==> config.mk <==
export PLATFORM = sky130hd
export DESIGN_NAME = acsp_top
export DESIGN_NICKNAME = d
export VERILOG_FILES = /design/src/logic/acsp_pkg.sv /design/src/logic/acsp_stream_if.sv /design/src/logic/acsp_fifo.sv /design/src/logic/acsp_top.sv
export VERILOG_INCLUDE_DIRS = /design/src /design/src/logic
export SDC_FILE = /design/constraint.sdc
export NUM_CORES = 1
export LEC_CHECK = 0
export BUFFER_PORTS_ARGS = -buffer_cell sky130_fd_sc_hd__buf_2
export CORE_MARGIN = 2
export CORE_UTILIZATION = 45
export DETAILED_ROUTE_END_ITERATION = 6
export PLACE_DENSITY = 0.6
export SLEW_MARGIN = 15
export SYNTH_ARGS = -nofsm -noshare
export SYNTH_HDL_FRONTEND = slang
export SYNTH_HIERARCHICAL = 1
export SYNTH_SLANG_ARGS = --single-unit
==> constraint.sdc <==
create_clock -name clk_i -period 2.52 [get_ports clk_i]
set_input_delay 0.252 -clock clk_i [delete_from_list [all_inputs] [get_ports clk_i]]
set_output_delay 0.252 -clock clk_i [all_outputs]
set_load 0.02 [all_outputs]
==> src/logic/acsp_defines.svh <==
// Constants of the converter serial port: offsets, field positions, timing
`ifndef ACSP_DEFINES_SVH
`define ACSP_DEFINES_SVH

// ==========================================================================
// Widths
`define ACSP_RESULT_BITS    12
`define ACSP_CFG_BITS       6
`define ACSP_ADR_BITS       8
`define ACSP_CONV_CNT_BITS  8

// ==========================================================================
// Register offsets (byte addresses)
`define ACSP_REG_CTRL       8'h00
`define ACSP_REG_STATUS     8'h04
`define ACSP_REG_CONFIG     8'h08
`define ACSP_REG_RESULT     8'h0C

// ==========================================================================
// Field positions, reset values and config bit counts
`define ACSP_CTRL_ENABLE    0
`define ACSP_CTRL_RESET     1'h1
`define ACSP_ST_BUSY        0
`define ACSP_ST_FRAME       1
`define ACSP_ST_ACQUIRE     2
`define ACSP_ST_SLEEP       3
`define ACSP_ST_FIFO_EMPTY  4
`define ACSP_ST_FIFO_FULL   5
`define ACSP_ST_CFG_CNT     8
`define ACSP_CFG_LAST       3'h5
`define ACSP_CFG_CNT_DONE   3'h6
// Idle pin levels in synchroniser order: trigger high, shift clock and config low
`define ACSP_SYNC_IDLE      3'h4

// ==========================================================================
// Timing
`define ACSP_CLK_PERIOD_NS  10
`define ACSP_T_CONV_NS      1600
`define ACSP_T_EN_NS        15

`endif

==> src/logic/acsp_pkg.sv <==
// Types shared by the converter serial port modules
package acsp_pkg;

  // ========================================================================
  // Conversion engine states
  typedef enum logic [0:0] {
    ACSP_CONV_IDLE,
    ACSP_CONV_RUN
  } acsp_conv_e;

  // ========================================================================
  // Configuration word, first shifted bit at the top
  typedef struct packed {
    logic single_diff;
    logic odd_sign;
    logic channel_addr_hi;
    logic channel_addr_lo;
    logic polarity_select;
    logic sleep_select;
  } acsp_cfg_s;

endpackage : acsp_pkg

==> src/logic/acsp_stream_if.sv <==
// Valid/ready stream carrying conversion results between modules
`timescale 1ns/1ps

interface acsp_stream_if #(
  parameter int WIDTH = 12
);
  logic [WIDTH-1:0] data;
  logic             valid;
  logic             ready;

  // Source drives data and valid, sink answers with ready
  modport tx (output data, output valid, input ready);
  modport rx (input data, input valid, output ready);
endinterface : acsp_stream_if

==> src/logic/acsp_fifo.sv <==
// Synchronous FIFO between the conversion engine and the result latch
`timescale 1ns/1ps

module acsp_fifo
  import acsp_pkg::*;
#(
  parameter int WIDTH = 12,
  parameter int DEPTH = 16
) (
  input  wire logic  clk_i,
  input  wire logic  rst_i,
  acsp_stream_if.rx  in_if,
  acsp_stream_if.tx  out_if,
  output logic       empty_o,
  output logic       full_o
);

  localparam int AW = $clog2(DEPTH);

  // ========================================================================
  // Parameter check: pointer wrap needs a power of two
  if (DEPTH < 2 || (DEPTH & (DEPTH - 1)) != 0 || WIDTH < 1) begin : g_bad_param
    $error("acsp_fifo: DEPTH must be a power of two >= 2");
  end

  logic [WIDTH-1:0] mem [DEPTH];
  logic [AW:0]      wr_ptr_reg;
  logic [AW:0]      wr_ptr_next;
  logic [AW:0]      rd_ptr_reg;
  logic [AW:0]      rd_ptr_next;
  logic             push;
  logic             pop;

  // ========================================================================
  // Flags: extra pointer bit tells full from empty
  assign empty_o      = (wr_ptr_reg == rd_ptr_reg);
  assign full_o       = (wr_ptr_reg[AW] != rd_ptr_reg[AW]) && (wr_ptr_reg[AW-1:0] == rd_ptr_reg[AW-1:0]);
  assign in_if.ready  = ~full_o;
  assign out_if.valid = ~empty_o;
  assign out_if.data  = mem[rd_ptr_reg[AW-1:0]];
  assign push         = in_if.valid & ~full_o;
  assign pop          = out_if.ready & ~empty_o;

  // Pointer next values
  always_comb begin
    wr_ptr_next = wr_ptr_reg;
    rd_ptr_next = rd_ptr_reg;
    if (push) begin
      wr_ptr_next = wr_ptr_reg + 1'b1;
    end
    if (pop) begin
      rd_ptr_next = rd_ptr_reg + 1'b1;
    end
  end

  // Pointer registers
  always_ff @(posedge clk_i) begin
    if (rst_i) begin
      wr_ptr_reg <= '0;
      rd_ptr_reg <= '0;
    end else begin
      wr_ptr_reg <= wr_ptr_next;
      rd_ptr_reg <= rd_ptr_next;
    end
  end

  // Storage, no reset needed: never read while empty
  always_ff @(posedge clk_i) begin
    if (push) begin
      mem[wr_ptr_reg[AW-1:0]] <= in_if.data;
    end
  end

endmodule : acsp_fifo

==> src/logic/acsp_top.sv <==
// Conversion control and serial port of the eight-channel 12-bit converter
`timescale 1ns/1ps
`include "acsp_defines.svh"


module acsp_top
  import acsp_pkg::*;
#(
  parameter int FIFO_DEPTH = 16
) (
  input  wire logic                         clk_i,
  input  wire logic                         rst_i,
  input  wire logic                         wb_cyc_i,
  input  wire logic                         wb_stb_i,
  input  wire logic                         wb_we_i,
  input  wire logic [`ACSP_ADR_BITS-1:0]    wb_adr_i,
  input  wire logic [3:0]                   wb_sel_i,
  input  wire logic [31:0]                  wb_dat_i,
  output logic      [31:0]                  wb_dat_o,
  output logic                              wb_ack_o,
  input  wire logic                         conversion_trigger_i,
  input  wire logic                         sck_i,
  input  wire logic                         serial_config_in_i,
  output logic                              serial_result_out_o,
  output logic                              serial_result_out_oe_o,
  input  wire logic [`ACSP_RESULT_BITS-1:0] analog_code_i,
  output logic                              sample_acquire_o,
  output logic                              converting_o,
  output logic      [3:0]                   mux_select_o,
  output logic                              polarity_select_o,
  output logic                              sleep_select_o
);

  localparam int RW = `ACSP_RESULT_BITS;
  localparam int CW = `ACSP_CFG_BITS;
  // Least conversion time rounds up to whole cycles
  localparam int CONV_CYCLES = (`ACSP_T_CONV_NS + `ACSP_CLK_PERIOD_NS - 1) / `ACSP_CLK_PERIOD_NS;
  localparam logic [`ACSP_CONV_CNT_BITS-1:0] CONV_LAST = `ACSP_CONV_CNT_BITS'(CONV_CYCLES - 1);

  // ========================================================================
  // Parameter check
  if (CONV_CYCLES < 1 || CONV_CYCLES > (1 << `ACSP_CONV_CNT_BITS)) begin : g_bad_conv
    $error("acsp_top: conversion time does not fit its counter");
  end

  // ========================================================================
  // Pin synchronisers: trigger, shift clock, config data
  logic [2:0] sync1_reg;
  logic [2:0] sync2_reg;
  logic [2:0] prev_reg;
  logic       trig_s;
  logic       sck_s;
  logic       cfg_bit_s;
  logic       trig_rise;
  logic       trig_fall;
  logic       sck_rise;
  logic       sck_fall;

  // Edge detectors look only at the second stage and its delayed copy
  // Reset to the idle pin levels, so no false edge follows reset
  always_ff @(posedge clk_i) begin
    if (rst_i) begin
      sync1_reg <= `ACSP_SYNC_IDLE;
      sync2_reg <= `ACSP_SYNC_IDLE;
      prev_reg  <= `ACSP_SYNC_IDLE;
    end else begin
      sync1_reg <= {conversion_trigger_i, sck_i, serial_config_in_i};
      sync2_reg <= sync1_reg;
      prev_reg  <= sync2_reg;
    end
  end

  assign trig_s    = sync2_reg[2];
  assign sck_s     = sync2_reg[1];
  assign cfg_bit_s = sync2_reg[0];
  assign trig_rise = trig_s & ~prev_reg[2];
  assign trig_fall = ~trig_s & prev_reg[2];
  assign sck_rise  = sck_s & ~prev_reg[1];
  assign sck_fall  = ~sck_s & prev_reg[1];

  // ========================================================================
  // Result FIFO between conversion engine and result latch
  acsp_stream_if #(.WIDTH(RW)) push_if ();
  acsp_stream_if #(.WIDTH(RW)) pop_if ();
  logic fifo_empty;
  logic fifo_full;

  acsp_fifo #(
    .WIDTH (RW),
    .DEPTH (FIFO_DEPTH)
  ) u_fifo (
    .clk_i   (clk_i),
    .rst_i   (rst_i),
    .in_if   (push_if),
    .out_if  (pop_if),
    .empty_o (fifo_empty),
    .full_o  (fifo_full)
  );

  // ========================================================================
  // Register state
  logic enable_reg;
  logic enable_next;
  logic conv_start;

  // ========================================================================
  // Serial port group
  logic            frame_reg;
  logic            frame_next;
  logic            out_reg;
  logic            out_next;
  logic            oe_reg;
  logic            oe_next;
  logic [RW-1:0]   shift_reg;
  logic [RW-1:0]   shift_next;
  logic [CW-1:0]   cfg_shift_reg;
  logic [CW-1:0]   cfg_shift_next;
  logic [2:0]      cfg_cnt_reg;
  logic [2:0]      cfg_cnt_next;
  acsp_cfg_s       cfg_reg;
  acsp_cfg_s       cfg_next;
  logic            acquire_reg;
  logic            acquire_next;
  logic [RW-1:0]   result_reg;
  logic [RW-1:0]   result_next;

  // Result latch only refills outside a frame, so a frame never sees a change
  assign pop_if.ready = ~frame_reg;

  always_comb begin
    frame_next     = frame_reg;
    out_next       = out_reg;
    oe_next        = oe_reg;
    shift_next     = shift_reg;
    cfg_shift_next = cfg_shift_reg;
    cfg_cnt_next   = cfg_cnt_reg;
    cfg_next       = cfg_reg;
    acquire_next   = acquire_reg;
    result_next    = result_reg;
    if (!frame_reg && pop_if.valid) begin
      result_next = pop_if.data;
    end
    if (trig_fall && enable_reg) begin
      frame_next   = 1'b1;
      oe_next      = 1'b1;
      out_next     = result_reg[RW-1];
      shift_next   = {result_reg[RW-2:0], 1'b0};
      cfg_cnt_next = '0;
    end else if (frame_reg) begin
      if (trig_rise) begin
        frame_next   = 1'b0;
        oe_next      = 1'b0;
        acquire_next = 1'b0;
      end else begin
        // Only the first six rises count; later ones are ignored
        if (sck_rise && cfg_cnt_reg != `ACSP_CFG_CNT_DONE) begin
          cfg_shift_next = {cfg_shift_reg[CW-2:0], cfg_bit_s};
          cfg_cnt_next   = cfg_cnt_reg + 3'h1;
          if (cfg_cnt_reg == `ACSP_CFG_LAST) begin
            cfg_next     = acsp_cfg_s'({cfg_shift_reg[CW-2:0], cfg_bit_s});
            acquire_next = 1'b1;
          end
        end
        // Zeros follow once all result bits are out
        if (sck_fall) begin
          out_next   = shift_reg[RW-1];
          shift_next = {shift_reg[RW-2:0], 1'b0};
        end
      end
    end
  end

  always_ff @(posedge clk_i) begin
    if (rst_i) begin
      frame_reg     <= 1'b0;
      out_reg       <= 1'b0;
      oe_reg        <= 1'b0;
      shift_reg     <= '0;
      cfg_shift_reg <= '0;
      cfg_cnt_reg   <= '0;
      cfg_reg       <= '0;
      acquire_reg   <= 1'b0;
      result_reg    <= '0;
    end else begin
      frame_reg     <= frame_next;
      out_reg       <= out_next;
      oe_reg        <= oe_next;
      shift_reg     <= shift_next;
      cfg_shift_reg <= cfg_shift_next;
      cfg_cnt_reg   <= cfg_cnt_next;
      cfg_reg       <= cfg_next;
      acquire_reg   <= acquire_next;
      result_reg    <= result_next;
    end
  end

  // ========================================================================
  // Conversion engine group
  acsp_conv_e                      conv_state_reg;
  acsp_conv_e                      conv_state_next;
  logic [`ACSP_CONV_CNT_BITS-1:0]  conv_cnt_reg;
  logic [`ACSP_CONV_CNT_BITS-1:0]  conv_cnt_next;
  logic                            conv_pol_reg;
  logic                            conv_pol_next;
  logic                            push_valid_reg;
  logic                            push_valid_next;
  logic [RW-1:0]                   push_data_reg;
  logic [RW-1:0]                   push_data_next;

  // A pending push holds off the next start, so a full FIFO stalls conversions
  assign conv_start = trig_rise && frame_reg && enable_reg && !push_valid_reg;

  always_comb begin
    conv_state_next = conv_state_reg;
    conv_cnt_next   = conv_cnt_reg;
    conv_pol_next   = conv_pol_reg;
    push_valid_next = push_valid_reg;
    push_data_next  = push_data_reg;
    if (push_valid_reg && push_if.ready) begin
      push_valid_next = 1'b0;
    end
    unique case (conv_state_reg)
      ACSP_CONV_IDLE: begin
        if (conv_start) begin
          conv_state_next = ACSP_CONV_RUN;
          conv_cnt_next   = '0;
          conv_pol_next   = cfg_reg.polarity_select;
        end
      end
      ACSP_CONV_RUN: begin
        // Trigger edges are not looked at here
        if (conv_cnt_reg == CONV_LAST) begin
          conv_state_next = ACSP_CONV_IDLE;
          push_valid_next = 1'b1;
          if (conv_pol_reg) begin
            push_data_next = analog_code_i;
          end else begin
            push_data_next = {~analog_code_i[RW-1], analog_code_i[RW-2:0]};
          end
        end else begin
          conv_cnt_next = conv_cnt_reg + 1'b1;
        end
      end
    endcase
  end

  always_ff @(posedge clk_i) begin
    if (rst_i) begin
      conv_state_reg <= ACSP_CONV_IDLE;
      conv_cnt_reg   <= '0;
      conv_pol_reg   <= 1'b0;
      push_valid_reg <= 1'b0;
      push_data_reg  <= '0;
    end else begin
      conv_state_reg <= conv_state_next;
      conv_cnt_reg   <= conv_cnt_next;
      conv_pol_reg   <= conv_pol_next;
      push_valid_reg <= push_valid_next;
      push_data_reg  <= push_data_next;
    end
  end

  assign push_if.valid = push_valid_reg;
  assign push_if.data  = push_data_reg;

  // ========================================================================
  // Wishbone slave group: ack one cycle after the request, then drop
  logic        ack_reg;
  logic        ack_next;
  logic [31:0] dat_reg;
  logic [31:0] dat_next;
  logic        wb_req;

  assign wb_req = wb_cyc_i & wb_stb_i & ~ack_reg;

  always_comb begin
    ack_next    = wb_req;
    dat_next    = dat_reg;
    enable_next = enable_reg;
    if (wb_req) begin
      dat_next = 32'h0000_0000;
      unique case (wb_adr_i)
        `ACSP_REG_CTRL: begin
          dat_next[`ACSP_CTRL_ENABLE] = enable_reg;
        end
        `ACSP_REG_STATUS: begin
          dat_next[`ACSP_ST_BUSY]       = (conv_state_reg == ACSP_CONV_RUN);
          dat_next[`ACSP_ST_FRAME]      = frame_reg;
          dat_next[`ACSP_ST_ACQUIRE]    = acquire_reg;
          dat_next[`ACSP_ST_SLEEP]      = cfg_reg.sleep_select;
          dat_next[`ACSP_ST_FIFO_EMPTY] = fifo_empty;
          dat_next[`ACSP_ST_FIFO_FULL]  = fifo_full;
          dat_next[`ACSP_ST_CFG_CNT +: 3] = cfg_cnt_reg;
        end
        `ACSP_REG_CONFIG: begin
          dat_next[CW-1:0] = cfg_reg;
        end
        `ACSP_REG_RESULT: begin
          dat_next[RW-1:0] = result_reg;
        end
        default: begin
          dat_next = 32'h0000_0000;                              // Unmapped reads zero
        end
      endcase
    end
    // Write lands at the edge where the master sees ack, while it still holds the request
    if (ack_reg && wb_cyc_i && wb_stb_i && wb_we_i && wb_sel_i[0] && wb_adr_i == `ACSP_REG_CTRL) begin
      enable_next = wb_dat_i[`ACSP_CTRL_ENABLE];
    end
  end

  always_ff @(posedge clk_i) begin
    if (rst_i) begin
      ack_reg    <= 1'b0;
      dat_reg    <= 32'h0000_0000;
      enable_reg <= `ACSP_CTRL_RESET;
    end else begin
      ack_reg    <= ack_next;
      dat_reg    <= dat_next;
      enable_reg <= enable_next;
    end
  end

  // ========================================================================
  // Outputs, all straight from flip-flops
  assign wb_ack_o               = ack_reg;
  assign wb_dat_o               = dat_reg;
  assign serial_result_out_o    = out_reg;
  assign serial_result_out_oe_o = oe_reg;
  assign sample_acquire_o       = acquire_reg;
  assign converting_o           = (conv_state_reg == ACSP_CONV_RUN) ? 1'b1 : 1'b0;
  assign mux_select_o           = {cfg_reg.single_diff, cfg_reg.odd_sign,
                                   cfg_reg.channel_addr_hi, cfg_reg.channel_addr_lo};
  assign polarity_select_o      = cfg_reg.polarity_select;
  assign sleep_select_o         = cfg_reg.sleep_select;

endmodule : acsp_top

==> metrics.txt, run 1 <==
# TYPE chip_impl_metric gauge
chip_impl_metric{name="clk_latency",unit="ns"} 0.54
chip_impl_metric{name="grt_usage",unit="%"} 18.4
chip_impl_metric{name="slew_violations",unit=""} 0
chip_impl_metric{name="synthesized_area_fraction_occupied_by_ao_oa_aoi_and_oai_cells",unit="%"} 5.70
chip_impl_metric{name="synth.area.mux_share",unit="%"} 15.1
chip_impl_info{name="synth_top_family_by_area",value="multiplexers"} 1
chip_impl_info{name="clock-root-buffer",value="sky130_fd_sc_hd__clkbuf_16"} 1
chip_impl_metric{name="rows",unit=""} 59
chip_impl_metric{name="die_height",unit="µm"} 166
chip_impl_metric{name="cts_buffer_depth",unit=""} 3
chip_impl_metric{name="numCtsBuffers",unit=""} 29
chip_impl_metric{name="finalWorstSetupSlack",unit="ns"} 0.365
chip_impl_metric{name="via_count",unit=""} 6854
chip_impl_metric{name="num-nets-final",unit=""} 939
chip_impl_metric{name="dr.pass1.iters",unit=""} 5
chip_impl_metric{name="tightest_slew",unit="ns"} 0.819
chip_impl_metric{name="p_leak",unit="µW"} 0.00517
chip_impl_metric{name="fraction_of_final_layout_cells_with_drive_strength_greater_than_1",unit="%"} 23.1
chip_impl_metric{name="ys.warnings.count",unit=""} 6
chip_impl_info{name="postSynth.topFlopCell",value="sky130_fd_sc_hd__edfxtp_1"} 1
chip_impl_metric{name="grt-ovfl-total",unit=""} 0
chip_impl_metric{name="postSynthAreaPerCell",unit="µm²"} 15.2
chip_impl_info{name="timing.hold.worst.class",value="in2reg"} 1
chip_impl_metric{name="final.fill_count",unit=""} 2118
chip_impl_metric{name="route.final.wire_length",unit="mm"} 25.6
chip_impl_metric{name="p_per_area",unit="mW/mm²"} 717
chip_impl_metric{name="dpl.cell_count",unit=""} 1156
chip_impl_info{name="tritoncts",value="yes"} 1
chip_impl_metric{name="period_share",unit="%"} 85.5
chip_impl_metric{name="synthCells",unit=""} 780
chip_impl_metric{name="synth-seq-area-share",unit="%"} 65.4
chip_impl_metric{name="yosys.area_share.xor_xnor",unit="%"} 0.885
chip_impl_metric{name="tns",unit="ns"} 0
chip_impl_metric{name="cap_viol_max_count",unit=""} 0
chip_impl_metric{name="grt_pass1_vias",unit=""} 6879
chip_impl_metric{name="fmax",unit="GHz"} 0.464
chip_impl_metric{name="core_region_area",unit="mm²"} 0.0260
chip_impl_metric{name="synth_edf_count",unit=""} 192
chip_impl_info{name="critPathKind",value="reg2reg"} 1
chip_impl_metric{name="worst_clock_skew",unit="ns"} 0.0154
chip_impl_metric{name="gp_routability_congestion",unit=""} 0.836
chip_impl_metric{name="timing.critical_path.required",unit="ns"} 2.73
chip_impl_metric{name="ant_nets",unit=""} 0
chip_impl_metric{name="yosys.cell_types.count",unit=""} 61
chip_impl_metric{name="synth_async_sr_flop_share",unit="%"} 0
chip_impl_metric{name="routed_via_density",unit=""} 5.61
chip_impl_metric{name="drt-initial-drc-count",unit=""} 489
chip_impl_metric{name="final_core_util",unit="%"} 52.2
chip_impl_metric{name="detail_route.wl_per_cell",unit="µm"} 20.9
chip_impl_metric{name="ys_ff_latch",unit=""} 292
chip_impl_metric{name="post_synthesis_share_of_cell_area_spent_on_and_or_nand_and_nor_gates",unit="%"} 8.43
chip_impl_metric{name="critPathMaxFanout",unit=""} 17
chip_impl_metric{name="chipWidth",unit="µm"} 166
chip_impl_metric{name="io_buffers",unit=""} 52
chip_impl_metric{name="fp.dieArea",unit="mm²"} 0.0277
chip_impl_info{name="setup.worst_path.start_class",value="flop"} 1
chip_impl_metric{name="antenna_found_initial",unit=""} 0
chip_impl_metric{name="report.final.hold_viol_count",unit=""} 0
chip_impl_metric{name="finalWorstPathRequiredPeriod",unit="ns"} 2.15
chip_impl_metric{name="netlist_area",unit="mm²"} 0.0119
chip_impl_metric{name="place_hpwl",unit="mm"} 16.4
chip_impl_metric{name="post-cts-setup-buffer-count",unit=""} 0
chip_impl_metric{name="maximum_number_of_pins_on_one_net_before_global_route_repair",unit=""} 51
chip_impl_metric{name="ios",unit=""} 107
chip_impl_metric{name="grt_first_pass_wirelength",unit="mm"} 39.5
chip_impl_info{name="critical_path.endpoint_type",value="flop"} 1
chip_impl_metric{name="initial_utilization",unit="%"} 45.7
chip_impl_metric{name="area.growth.synth_to_final",unit="%"} 14.2
chip_impl_metric{name="instances_no_fill",unit=""} 1221
chip_impl_metric{name="numClockSinks",unit=""} 292
chip_impl_metric{name="vdd.ir_drop.worst",unit="mV"} 0.682
chip_impl_info{name="outcome",value="finished, final reports clean"} 1
chip_impl_metric{name="antenna_cells",unit=""} 0
chip_impl_metric{name="clk_transition_reported_paths",unit="ns"} 0.06
chip_impl_metric{name="worst_ep_arrival_time",unit="ns"} 2.37
chip_impl_metric{name="worst_slew_margin_rel",unit="%"} 45.3
chip_impl_metric{name="largest_register_ffs",unit=""} 192
chip_impl_metric{name="yosys.area_share.adder",unit="%"} 0.949
chip_impl_metric{name="h-tree-depth",unit=""} 1
chip_impl_metric{name="post-place-ws",unit="ns"} 0.379
chip_impl_info{name="rsz0062_at_grt",value="false"} 1
chip_impl_metric{name="drcViolationCount",unit=""} 0
chip_impl_metric{name="setup_violations",unit=""} 0
==> per-layer routing <==
layer | GRT usage (%) | wire length (µm) | up-vias | part of all wire [%]
li1 | - | - | 3136 | -
met1 | 24.2 | 10800 | 3483 | 42
met2 | 32.0 | 12900 | 195 | 50
met3 | 2.66 | 1330 | 40 | 5.2
met4 | 5.21 | 529 | 0 | 2.1
met5 | 0 | 0 | - | 0
==> placed cells by master, fill, tap and decap left out, types with 4 or more instances in the layout <==
| master | synthesis | layout |
|---|---|---|
| sky130_fd_sc_hd__or2_2 | 4 | 4 |
| sky130_fd_sc_hd__conb_1 | 1 | 20 |
| sky130_fd_sc_hd__nand2_1 | 50 | 50 |
| sky130_fd_sc_hd__and2_1 | 5 | 5 |
| sky130_fd_sc_hd__a22oi_1 | 5 | 5 |
| sky130_fd_sc_hd__nor2b_1 | 13 | 13 |
| sky130_fd_sc_hd__a2bb2oi_1 | 5 | 5 |
| sky130_fd_sc_hd__o21ai_0 | 11 | 11 |
| sky130_fd_sc_hd__buf_2 | 11 | 51 |
| sky130_fd_sc_hd__and4_1 | 6 | 6 |
| sky130_fd_sc_hd__buf_4 | 21 | 26 |
| sky130_fd_sc_hd__mux4_2 | 60 | 60 |
| sky130_fd_sc_hd__mux2i_1 | 29 | 29 |
| sky130_fd_sc_hd__nor2_1 | 50 | 50 |
| sky130_fd_sc_hd__a21oi_1 | 38 | 38 |
| sky130_fd_sc_hd__dfxtp_1 | 100 | 98 |
| sky130_fd_sc_hd__nand4_1 | 10 | 10 |
| sky130_fd_sc_hd__mux2_2 | 11 | 11 |
| sky130_fd_sc_hd__and3_1 | 17 | 17 |
| sky130_fd_sc_hd__dlygate4sd3_1 | 0 | 14 |
| sky130_fd_sc_hd__xnor2_1 | 7 | 7 |
| sky130_fd_sc_hd__clkbuf_1 | 22 | 15 |
| sky130_fd_sc_hd__nand3_1 | 12 | 12 |
| sky130_fd_sc_hd__o311ai_0 | 5 | 5 |
| sky130_fd_sc_hd__ha_1 | 9 | 9 |
| sky130_fd_sc_hd__a221oi_1 | 11 | 11 |
| sky130_fd_sc_hd__nor3_1 | 6 | 6 |
| sky130_fd_sc_hd__inv_1 | 14 | 14 |
| sky130_fd_sc_hd__xor2_1 | 5 | 5 |
| sky130_fd_sc_hd__edfxtp_1 | 192 | 192 |
| sky130_fd_sc_hd__buf_12 | 0 | 4 |
| sky130_fd_sc_hd__clkbuf_16 | 0 | 30 |
==> cell families (layout without fill, tap and decap cells) <==
| group | Yosys count | count (layout) |
|---|---|---|
| flops | 292 | 292 |
| simple gates | 191 | 191 |
| mux | 101 | 101 |
| compound gates | 99 | 99 |
| buf+inv | 75 | 162 |
| xor+xnor | 12 | 12 |
| fa+ha+maj | 9 | 9 |
| other cells | 1 | 20 |
==> timing repair <==
item                      4_1_cts  5_1_grt
resized for setup               0        0
hold endpoints to repair       14        0
hold buffers                   14        0
==> critical path, cell delays in order, from the launching register on <==
cell and delay, ns:
sky130_fd_sc_hd__dfxtp_1 0.43, sky130_fd_sc_hd__xnor2_1 0.11, sky130_fd_sc_hd__and4_1 0.28, sky130_fd_sc_hd__a21boi_2 0.48, sky130_fd_sc_hd__and3_1 0.26, sky130_fd_sc_hd__buf_4 0.27
==> cell usage after synthesis (12+ instances only) <==
cell type / n / area [µm²]
sky130_fd_sc_hd__clkbuf_1: 22 / 82.6
sky130_fd_sc_hd__and3_1: 17 / 106
sky130_fd_sc_hd__nand2_1: 50 / 188
sky130_fd_sc_hd__inv_1: 14 / 52.6
sky130_fd_sc_hd__nor2_1: 50 / 188
sky130_fd_sc_hd__nand3_1: 12 / 60.1
sky130_fd_sc_hd__a21oi_1: 38 / 190
sky130_fd_sc_hd__nor2b_1: 13 / 81.3
sky130_fd_sc_hd__dfxtp_1: 100 / 2000
sky130_fd_sc_hd__mux4_2: 60 / 1350
sky130_fd_sc_hd__mux2i_1: 29 / 290
sky130_fd_sc_hd__buf_4: 21 / 158
sky130_fd_sc_hd__edfxtp_1: 192 / 5770
==> layout make-up <==
cell class	count	area, µm²	share of cell area [%]
sequential	292	7770	57.3
multi-input combinational	432	3760	27.8
clock buffer	49	856	6.31
timing repair buffer	95	671	4.95
tap	335	419	3.09
inverter	16	60.1	0.443
clock inverter	2	12.5	0.0923
==> final timing paths <==
path,startpoint,to,slack [ns],cells past startpoint
hold reg to reg,sync1_reg[0],sync2_reg[0],0.45,1
hold / removal,wb_adr_i[4],wb_dat_o[0],0.04,4
setup / recovery,u_fifo/wr_ptr_reg[2],u_fifo/mem[0][8],0.37,5
setup reg to reg,u_fifo/wr_ptr_reg[2],u_fifo/mem[0][8],0.37,5
==> power breakdown <==
group | switching (µW) | internal, µW
registers | 58.0 | 5080
clock network | 1670 | 2290
logic | 341 | 279
total | 2070 | 7640
==> stage by stage <==
step,power (µW),instance area [µm²],hold slack (ns)
floorplan,5720,11900,0.356
global placement,5840,12500,0.429
detailed placement,5850,12500,0.437
CTS,9830,13600,0.0148
global route,10100,13600,0.0276
finish,9710,13600,0.0355
Power figures use the tool's default switching activity.
==> inputs of run 2 (changes only) <==
- CELL_PAD_IN_SITES_DETAIL_PLACEMENT: not set -> 1
- CELL_PAD_IN_SITES_GLOBAL_PLACEMENT: not set -> 1
- PLACE_DENSITY: 0.6 -> 0.7
==> metrics.txt, run 2 (synthesis results as in run 1) <==
# TYPE chip_impl_metric gauge
chip_impl_metric{name="drt-initial-drc-count",unit=""} 570
chip_impl_metric{name="grt-ovfl-total",unit=""} 0
chip_impl_metric{name="clk_transition_reported_paths",unit="ns"} 0.06
chip_impl_info{name="rsz0062_at_grt",value="false"} 1
chip_impl_metric{name="worst_ep_arrival_time",unit="ns"} 2.46
chip_impl_metric{name="cts_repair_resize_count",unit=""} 0
chip_impl_info{name="outcome",value="finished, final reports clean"} 1
chip_impl_metric{name="detail_route.wl_per_cell",unit="µm"} 23.1
chip_impl_info{name="tritoncts",value="yes"} 1
chip_impl_metric{name="final_core_util",unit="%"} 52.3
chip_impl_metric{name="area_used_by_multi_input_combinational_logic",unit="mm²"} 0.00376
chip_impl_info{name="final_common_cell",value="sky130_fd_sc_hd__edfxtp_1"} 1
chip_impl_metric{name="die_height",unit="µm"} 166
chip_impl_metric{name="clk_latency",unit="ns"} 0.57
chip_impl_metric{name="fp.dieArea",unit="mm²"} 0.0277
chip_impl_metric{name="numCtsBuffers",unit=""} 29
chip_impl_metric{name="slew_violations",unit=""} 0
chip_impl_info{name="critPathKind",value="reg2reg"} 1
chip_impl_metric{name="numClockSinks",unit=""} 292
chip_impl_metric{name="tns",unit="ns"} 0
chip_impl_metric{name="io_buffers",unit=""} 52
chip_impl_metric{name="grt_pass1_vias",unit=""} 7432
chip_impl_metric{name="p_leak",unit="µW"} 0.00519
chip_impl_metric{name="cts_buffer_depth",unit=""} 3
chip_impl_metric{name="total_power",unit="µW"} 9920
chip_impl_metric{name="finalWorstPathRequiredPeriod",unit="ns"} 2.23
chip_impl_metric{name="maximum_number_of_pins_on_one_net_before_global_route_repair",unit=""} 44
chip_impl_metric{name="initial_utilization",unit="%"} 45.7
chip_impl_metric{name="grt_usage",unit="%"} 20.6
chip_impl_metric{name="h-tree-depth",unit=""} 1
chip_impl_metric{name="area.growth.synth_to_final",unit="%"} 14.4
chip_impl_metric{name="final.fill_count",unit=""} 2512
chip_impl_metric{name="ant_nets",unit=""} 0
chip_impl_metric{name="route.final.wire_length",unit="mm"} 28.3
chip_impl_metric{name="fraction_of_final_layout_cells_with_drive_strength_greater_than_1",unit="%"} 24.1
chip_impl_metric{name="switchingPower",unit="µW"} 2240
chip_impl_metric{name="rows",unit=""} 59
chip_impl_metric{name="dr.pass1.iters",unit=""} 5
chip_impl_metric{name="hold_ws",unit="ns"} 0.0115
chip_impl_metric{name="cap_viol_max_count",unit=""} 0
chip_impl_metric{name="timing.critical_path.required",unit="ns"} 2.76
chip_impl_metric{name="core_region_area",unit="mm²"} 0.0260
chip_impl_metric{name="via_count",unit=""} 7022
chip_impl_metric{name="critPathMaxFanout",unit=""} 17
chip_impl_metric{name="period_share",unit="%"} 88.3
chip_impl_metric{name="chipWidth",unit="µm"} 166
chip_impl_metric{name="worst_clock_skew",unit="ns"} 0.0165
chip_impl_metric{name="antenna_cells",unit=""} 0
chip_impl_metric{name="largest_register_ffs",unit=""} 192
chip_impl_metric{name="place_hpwl",unit="mm"} 18.7
chip_impl_info{name="clock-root-buffer",value="sky130_fd_sc_hd__clkbuf_16"} 1
chip_impl_metric{name="report.final.hold_viol_count",unit=""} 0
chip_impl_metric{name="routed_via_density",unit=""} 5.72
chip_impl_metric{name="worst_slew_margin_rel",unit="%"} 56.9
chip_impl_metric{name="dpl.cell_count",unit=""} 1160
chip_impl_metric{name="instances_no_fill",unit=""} 1227
chip_impl_metric{name="ios",unit=""} 107
chip_impl_info{name="critical_path.endpoint_type",value="flop"} 1
chip_impl_metric{name="p_per_area",unit="mW/mm²"} 730
chip_impl_metric{name="p_comb_share",unit="%"} 6.4
chip_impl_metric{name="antenna_found_initial",unit=""} 0
chip_impl_info{name="most_frequent_cells_in_the_layout",value="sky130_fd_sc_hd__edfxtp_1 (192), sky130_fd_sc_hd__dfxtp_1 (98), sky130_fd_sc_hd__mux4_2 (60), sky130_fd_sc_hd__buf_2 (51)"} 1
chip_impl_metric{name="gp_routability_congestion",unit=""} 0.801
chip_impl_metric{name="setup_violations",unit=""} 0
chip_impl_metric{name="power.switching_fraction",unit="%"} 22.6
chip_impl_metric{name="p_seq_share",unit="%"} 51.7
chip_impl_metric{name="fmax",unit="GHz"} 0.449
chip_impl_info{name="timing.hold.worst.class",value="in2reg"} 1
chip_impl_metric{name="vdd.ir_drop.worst",unit="mV"} 0.581
chip_impl_metric{name="drcViolationCount",unit=""} 0
chip_impl_metric{name="post-cts-setup-buffer-count",unit=""} 0
chip_impl_metric{name="intPower",unit="µW"} 7680
chip_impl_metric{name="regArea",unit="mm²"} 0.00777
chip_impl_metric{name="tightest_slew",unit="ns"} 0.644
chip_impl_info{name="setup.worst_path.start_class",value="flop"} 1
chip_impl_metric{name="clkPwrFrac",unit="%"} 41.9
chip_impl_metric{name="grt_first_pass_wirelength",unit="mm"} 44.3
chip_impl_metric{name="num-nets-final",unit=""} 942
## run 2: layout make-up
cell class                 count  area share, %
clock inverter                19           1.17
inverter                      16          0.442
multi-input combinational    432           27.7
sequential                   292           57.2
tap                          335           3.08
timing repair buffer          98           4.90
clock buffer                  35           5.51
## run 2: power by group through the flow
stage	clock, µW	sequential (µW)	combinational (µW)
after global placement	0	5240	607
after CTS	4230	5140	643
final	4150	5130	635
after floorplan	0	5200	524
after detailed placement	0	5240	623
after global routing	4430	5140	692
## run 2: worst paths after layout
kind / slack [ns] / end / depth (start not counted) / startpoint
min: 0.01 / push_data_reg[2] / 3 / analog_code_i[2]
max reg2reg: 0.29 / u_fifo/mem[7][1] / 5 / u_fifo/wr_ptr_reg[2]
min reg2reg: 0.44 / sync2_reg[2] / 1 / sync1_reg[2]
max: 0.29 / u_fifo/mem[7][1] / 5 / u_fifo/wr_ptr_reg[2]
## run 2: what timing repair did
item | in CTS | in global routing
hold buffers | 13 | 0
endpoints found under the setup margin | 0 | 0
hold endpoints to repair | 13 | 0
## run 2: metal layers
| metal | global-route usage, % | share of wire (%) | wire length [µm] | up-vias |
|---|---|---|---|---|
| met1 | 25.9 | 40 | 11400 | 3645 |
| li1 | - | - | - | 3143 |
| met2 | 36.9 | 53 | 14900 | 193 |
| met5 | 0 | 0 | 0 | - |
| met3 | 3.52 | 4.8 | 1370 | 41 |
| met4 | 5.43 | 2.1 | 591 | 0 |
## run 2: critical path: stages, from the launching register on
cell	delay (ns)
sky130_fd_sc_hd__dfxtp_1	0.46
sky130_fd_sc_hd__xnor2_1	0.12
sky130_fd_sc_hd__and4_1	0.30
sky130_fd_sc_hd__a21boi_2	0.50
sky130_fd_sc_hd__and3_1	0.25
sky130_fd_sc_hd__buf_4	0.28
## run 2: per-stage QoR
step                area, µm²  worst slack (ns)
floorplan               11900             0.487
global placement        12500             0.387
detailed placement      12500             0.346
CTS                     13600             0.318
global route            13600             0.225
finish                  13600             0.294
==> inputs of run 3 (changes only) <==
- clock period: 2.52 -> 2.2 ns (I/O delays scaled with it)
==> metrics.txt, run 3 (synthesis results as in run 1) <==
# TYPE chip_impl_metric gauge
chip_impl_metric{name="fp.dieArea",unit="mm²"} 0.0277
chip_impl_metric{name="area.growth.synth_to_final",unit="%"} 17.5
chip_impl_metric{name="initial_utilization",unit="%"} 45.7
chip_impl_info{name="final_common_cell",value="sky130_fd_sc_hd__edfxtp_1"} 1
chip_impl_metric{name="vdd.ir_drop.worst",unit="mV"} 0.627
chip_impl_metric{name="cts_buffer_depth",unit=""} 3
chip_impl_info{name="tritoncts",value="yes"} 1
chip_impl_metric{name="report.final.hold_viol_count",unit=""} 0
chip_impl_metric{name="tightest_slew",unit="ns"} 0.589
chip_impl_info{name="timing.hold.worst.class",value="in2reg"} 1
chip_impl_metric{name="worst_ep_arrival_time",unit="ns"} 2.57
chip_impl_metric{name="period_share",unit="%"} 94.7
chip_impl_metric{name="critical_path_max_stage_delay",unit="ns"} 0.62
chip_impl_metric{name="p_seq_share",unit="%"} 50.4
chip_impl_metric{name="chipWidth",unit="µm"} 166
chip_impl_metric{name="grt_first_pass_wirelength",unit="mm"} 44.4
chip_impl_metric{name="finalWorstPathRequiredPeriod",unit="ns"} 2.08
chip_impl_info{name="critPathKind",value="in2reg"} 1
chip_impl_metric{name="io_buffers",unit=""} 52
chip_impl_metric{name="antenna_cells",unit=""} 0
chip_impl_metric{name="ant_nets",unit=""} 0
chip_impl_info{name="crit_slowest_cell",value="sky130_fd_sc_hd__dlygate4sd3_1"} 1
chip_impl_info{name="worstReg2RegEnd",value="result_reg[10]"} 1
chip_impl_metric{name="r2r.worst_path.cells",unit=""} 5
chip_impl_metric{name="p_leak",unit="µW"} 0.00533
chip_impl_metric{name="p_comb_share",unit="%"} 6.7
chip_impl_metric{name="cap_viol_max_count",unit=""} 0
chip_impl_metric{name="grt-ovfl-total",unit=""} 0
chip_impl_metric{name="fmax",unit="GHz"} 0.480
chip_impl_info{name="crit_chain",value="dlygate4sd3_1 > buf_2 > nor4_4 > dlygate4sd3_1 > nand4_1 > dlygate4sd3_1 > a21oi_1"} 1
chip_impl_metric{name="place_hpwl",unit="mm"} 18.5
chip_impl_metric{name="ios",unit=""} 107
chip_impl_metric{name="routed_via_density",unit=""} 5.62
chip_impl_info{name="most_frequent_cells_in_the_layout",value="sky130_fd_sc_hd__edfxtp_1 (192), sky130_fd_sc_hd__dfxtp_1 (98), sky130_fd_sc_hd__mux4_2 (60), sky130_fd_sc_hd__buf_2 (51), sky130_fd_sc_hd__nor2_1 (50)"} 1
chip_impl_metric{name="dr.pass1.iters",unit=""} 5
chip_impl_metric{name="clkPwrFrac",unit="%"} 42.9
chip_impl_metric{name="timing.critical_path.required",unit="ns"} 2.68
chip_impl_metric{name="worst_hold_path.num_cells",unit=""} 4
chip_impl_metric{name="setup_violations",unit=""} 0
chip_impl_metric{name="core_region_area",unit="mm²"} 0.0260
chip_impl_metric{name="hold_ws",unit="ns"} 0.0699
chip_impl_metric{name="numClockSinks",unit=""} 292
chip_impl_metric{name="rows",unit=""} 59
chip_impl_metric{name="grt_pass1_vias",unit=""} 7571
chip_impl_metric{name="clk_latency",unit="ns"} 0.56
chip_impl_info{name="path_common_cell",value="sky130_fd_sc_hd__dlygate4sd3_1"} 1
chip_impl_info{name="outcome",value="finished, final reports clean"} 1
chip_impl_metric{name="power.switching_fraction",unit="%"} 21.8
chip_impl_metric{name="maximum_number_of_pins_on_one_net_before_global_route_repair",unit=""} 53
chip_impl_metric{name="switchingPower",unit="µW"} 2540
chip_impl_info{name="critical_path.endpoint_type",value="flop"} 1
chip_impl_info{name="whs_endpoint",value="enable_reg"} 1
chip_impl_metric{name="drcViolationCount",unit=""} 0
chip_impl_metric{name="gp_routability_congestion",unit=""} 0.791
chip_impl_metric{name="clk_transition_reported_paths",unit="ns"} 0.06
chip_impl_metric{name="die_height",unit="µm"} 166
chip_impl_metric{name="numCtsBuffers",unit=""} 30
chip_impl_metric{name="final.fill_count",unit=""} 2485
chip_impl_metric{name="slew_violations",unit=""} 0
chip_impl_metric{name="worst_slew_margin_rel",unit="%"} 60.7
chip_impl_metric{name="route.final.wire_length",unit="mm"} 28.3
chip_impl_metric{name="tns",unit="ns"} 0
chip_impl_info{name="rsz0062_at_grt",value="false"} 1
chip_impl_metric{name="detail_route.wl_per_cell",unit="µm"} 22.9
chip_impl_metric{name="num-nets-final",unit=""} 950
chip_impl_info{name="setup.worst_path.start_class",value="input port"} 1
chip_impl_metric{name="worst_clock_skew",unit="ns"} 0.00968
chip_impl_metric{name="h-tree-depth",unit=""} 1
chip_impl_info{name="clock-root-buffer",value="sky130_fd_sc_hd__clkbuf_16"} 1
chip_impl_metric{name="grt_usage",unit="%"} 20.6
chip_impl_metric{name="fraction_of_final_layout_cells_with_drive_strength_greater_than_1",unit="%"} 25.1
chip_impl_metric{name="drt-initial-drc-count",unit=""} 457
chip_impl_info{name="hp-start",value="wb_adr_i[6]"} 1
chip_impl_metric{name="largest_register_ffs",unit=""} 192
chip_impl_metric{name="regToRegSetupSlack",unit="ns"} 0.17
chip_impl_metric{name="intPower",unit="µW"} 9110
chip_impl_metric{name="critPathMaxFanout",unit=""} 4
chip_impl_metric{name="antenna_found_initial",unit=""} 0
chip_impl_metric{name="p_per_area",unit="mW/mm²"} 835
chip_impl_metric{name="via_count",unit=""} 6947
-- run 3: changes by cell type in the layout (fill, tap and decap cells not counted), sizes merged --
| cell | change |
|---|---|
| clkinv | -2 |
| inv | -1 |
| bufinv | -1 |
| clkbuf | +9 |
| buf | +2 |
| dlygate4sd3 | +5 |
| clkinvlp | -3 |
-- run 3: repair_timing --
item,in CTS,in global routing
hold buffers,18,0
hold endpoints to repair,16,0
buffers inserted,0,0
endpoints found under the setup margin,0,3
gates resized for setup,0,2
-- run 3: layout make-up --
type	count	area, µm²	area share (%)
clock buffer	44	896	6.42
clock inverter	12	100	0.717
sequential	292	7770	55.7
timing repair buffer	105	931	6.67
tap	335	419	3.00
inverter	16	60.1	0.430
multi-input combinational	432	3770	27.0
-- run 3: critical path: cells and delay by family --
family / cells / cell delay, ns
AND/OR/NAND/NOR: 2 / 0.32
AO/OA/AOI/OAI: 1 / 0.14
buffers and inverters: 4 / 1.89
-- run 3: worst max-delay path by stage --
stage,from,end,slack (ns),cells after the start
after floorplan,u_fifo/wr_ptr_reg[1],u_fifo/wr_ptr_reg[4],0.17,5
after global placement,flop,result_reg[6],0.18,5
after detailed placement,flop,result_reg[10],0.16,5
after CTS,flop,result_reg[10],0.15,5
after global routing,wb_adr_i[4],wb_dat_o[0],0.02,7
final,wb_adr_i[4],wb_dat_o[0],0.12,7
-- run 3: metrics by stage --
step                utilization, %  cells  instance area (µm²)  setup slack [ns]  total power [µW]
finish                        53.7   1236                14000             0.117             11700
floorplan                        -    799                11900             0.167              6550
detailed placement            49.1   1162                12800             0.157              6760
global route                  53.7   1236                14000            0.0244             12000
CTS                           53.6   1236                13900             0.154             11800
global placement              49.1   1162                12800             0.180              6730
-- run 3: power groups by stage --
stage | registers (µW) | clock network (µW) | logic, µW
final | 5870 | 4990 | 784
after global routing | 5880 | 5320 | 852
after CTS | 5870 | 5110 | 795
after detailed placement | 5990 | 0 | 767
after global placement | 5990 | 0 | 741
after floorplan | 5950 | 0 | 600
-- run 3: per-layer routing --
metal	routed length (µm)	GRT usage, %	share of wire (%)	up-vias
li1	-	-	-	3161
met1	11400	25.4	40	3557
met2	14900	37.3	53	174
met3	1230	3.23	4.3	55
met4	755	6.52	2.7	0
met5	0	0	0	-
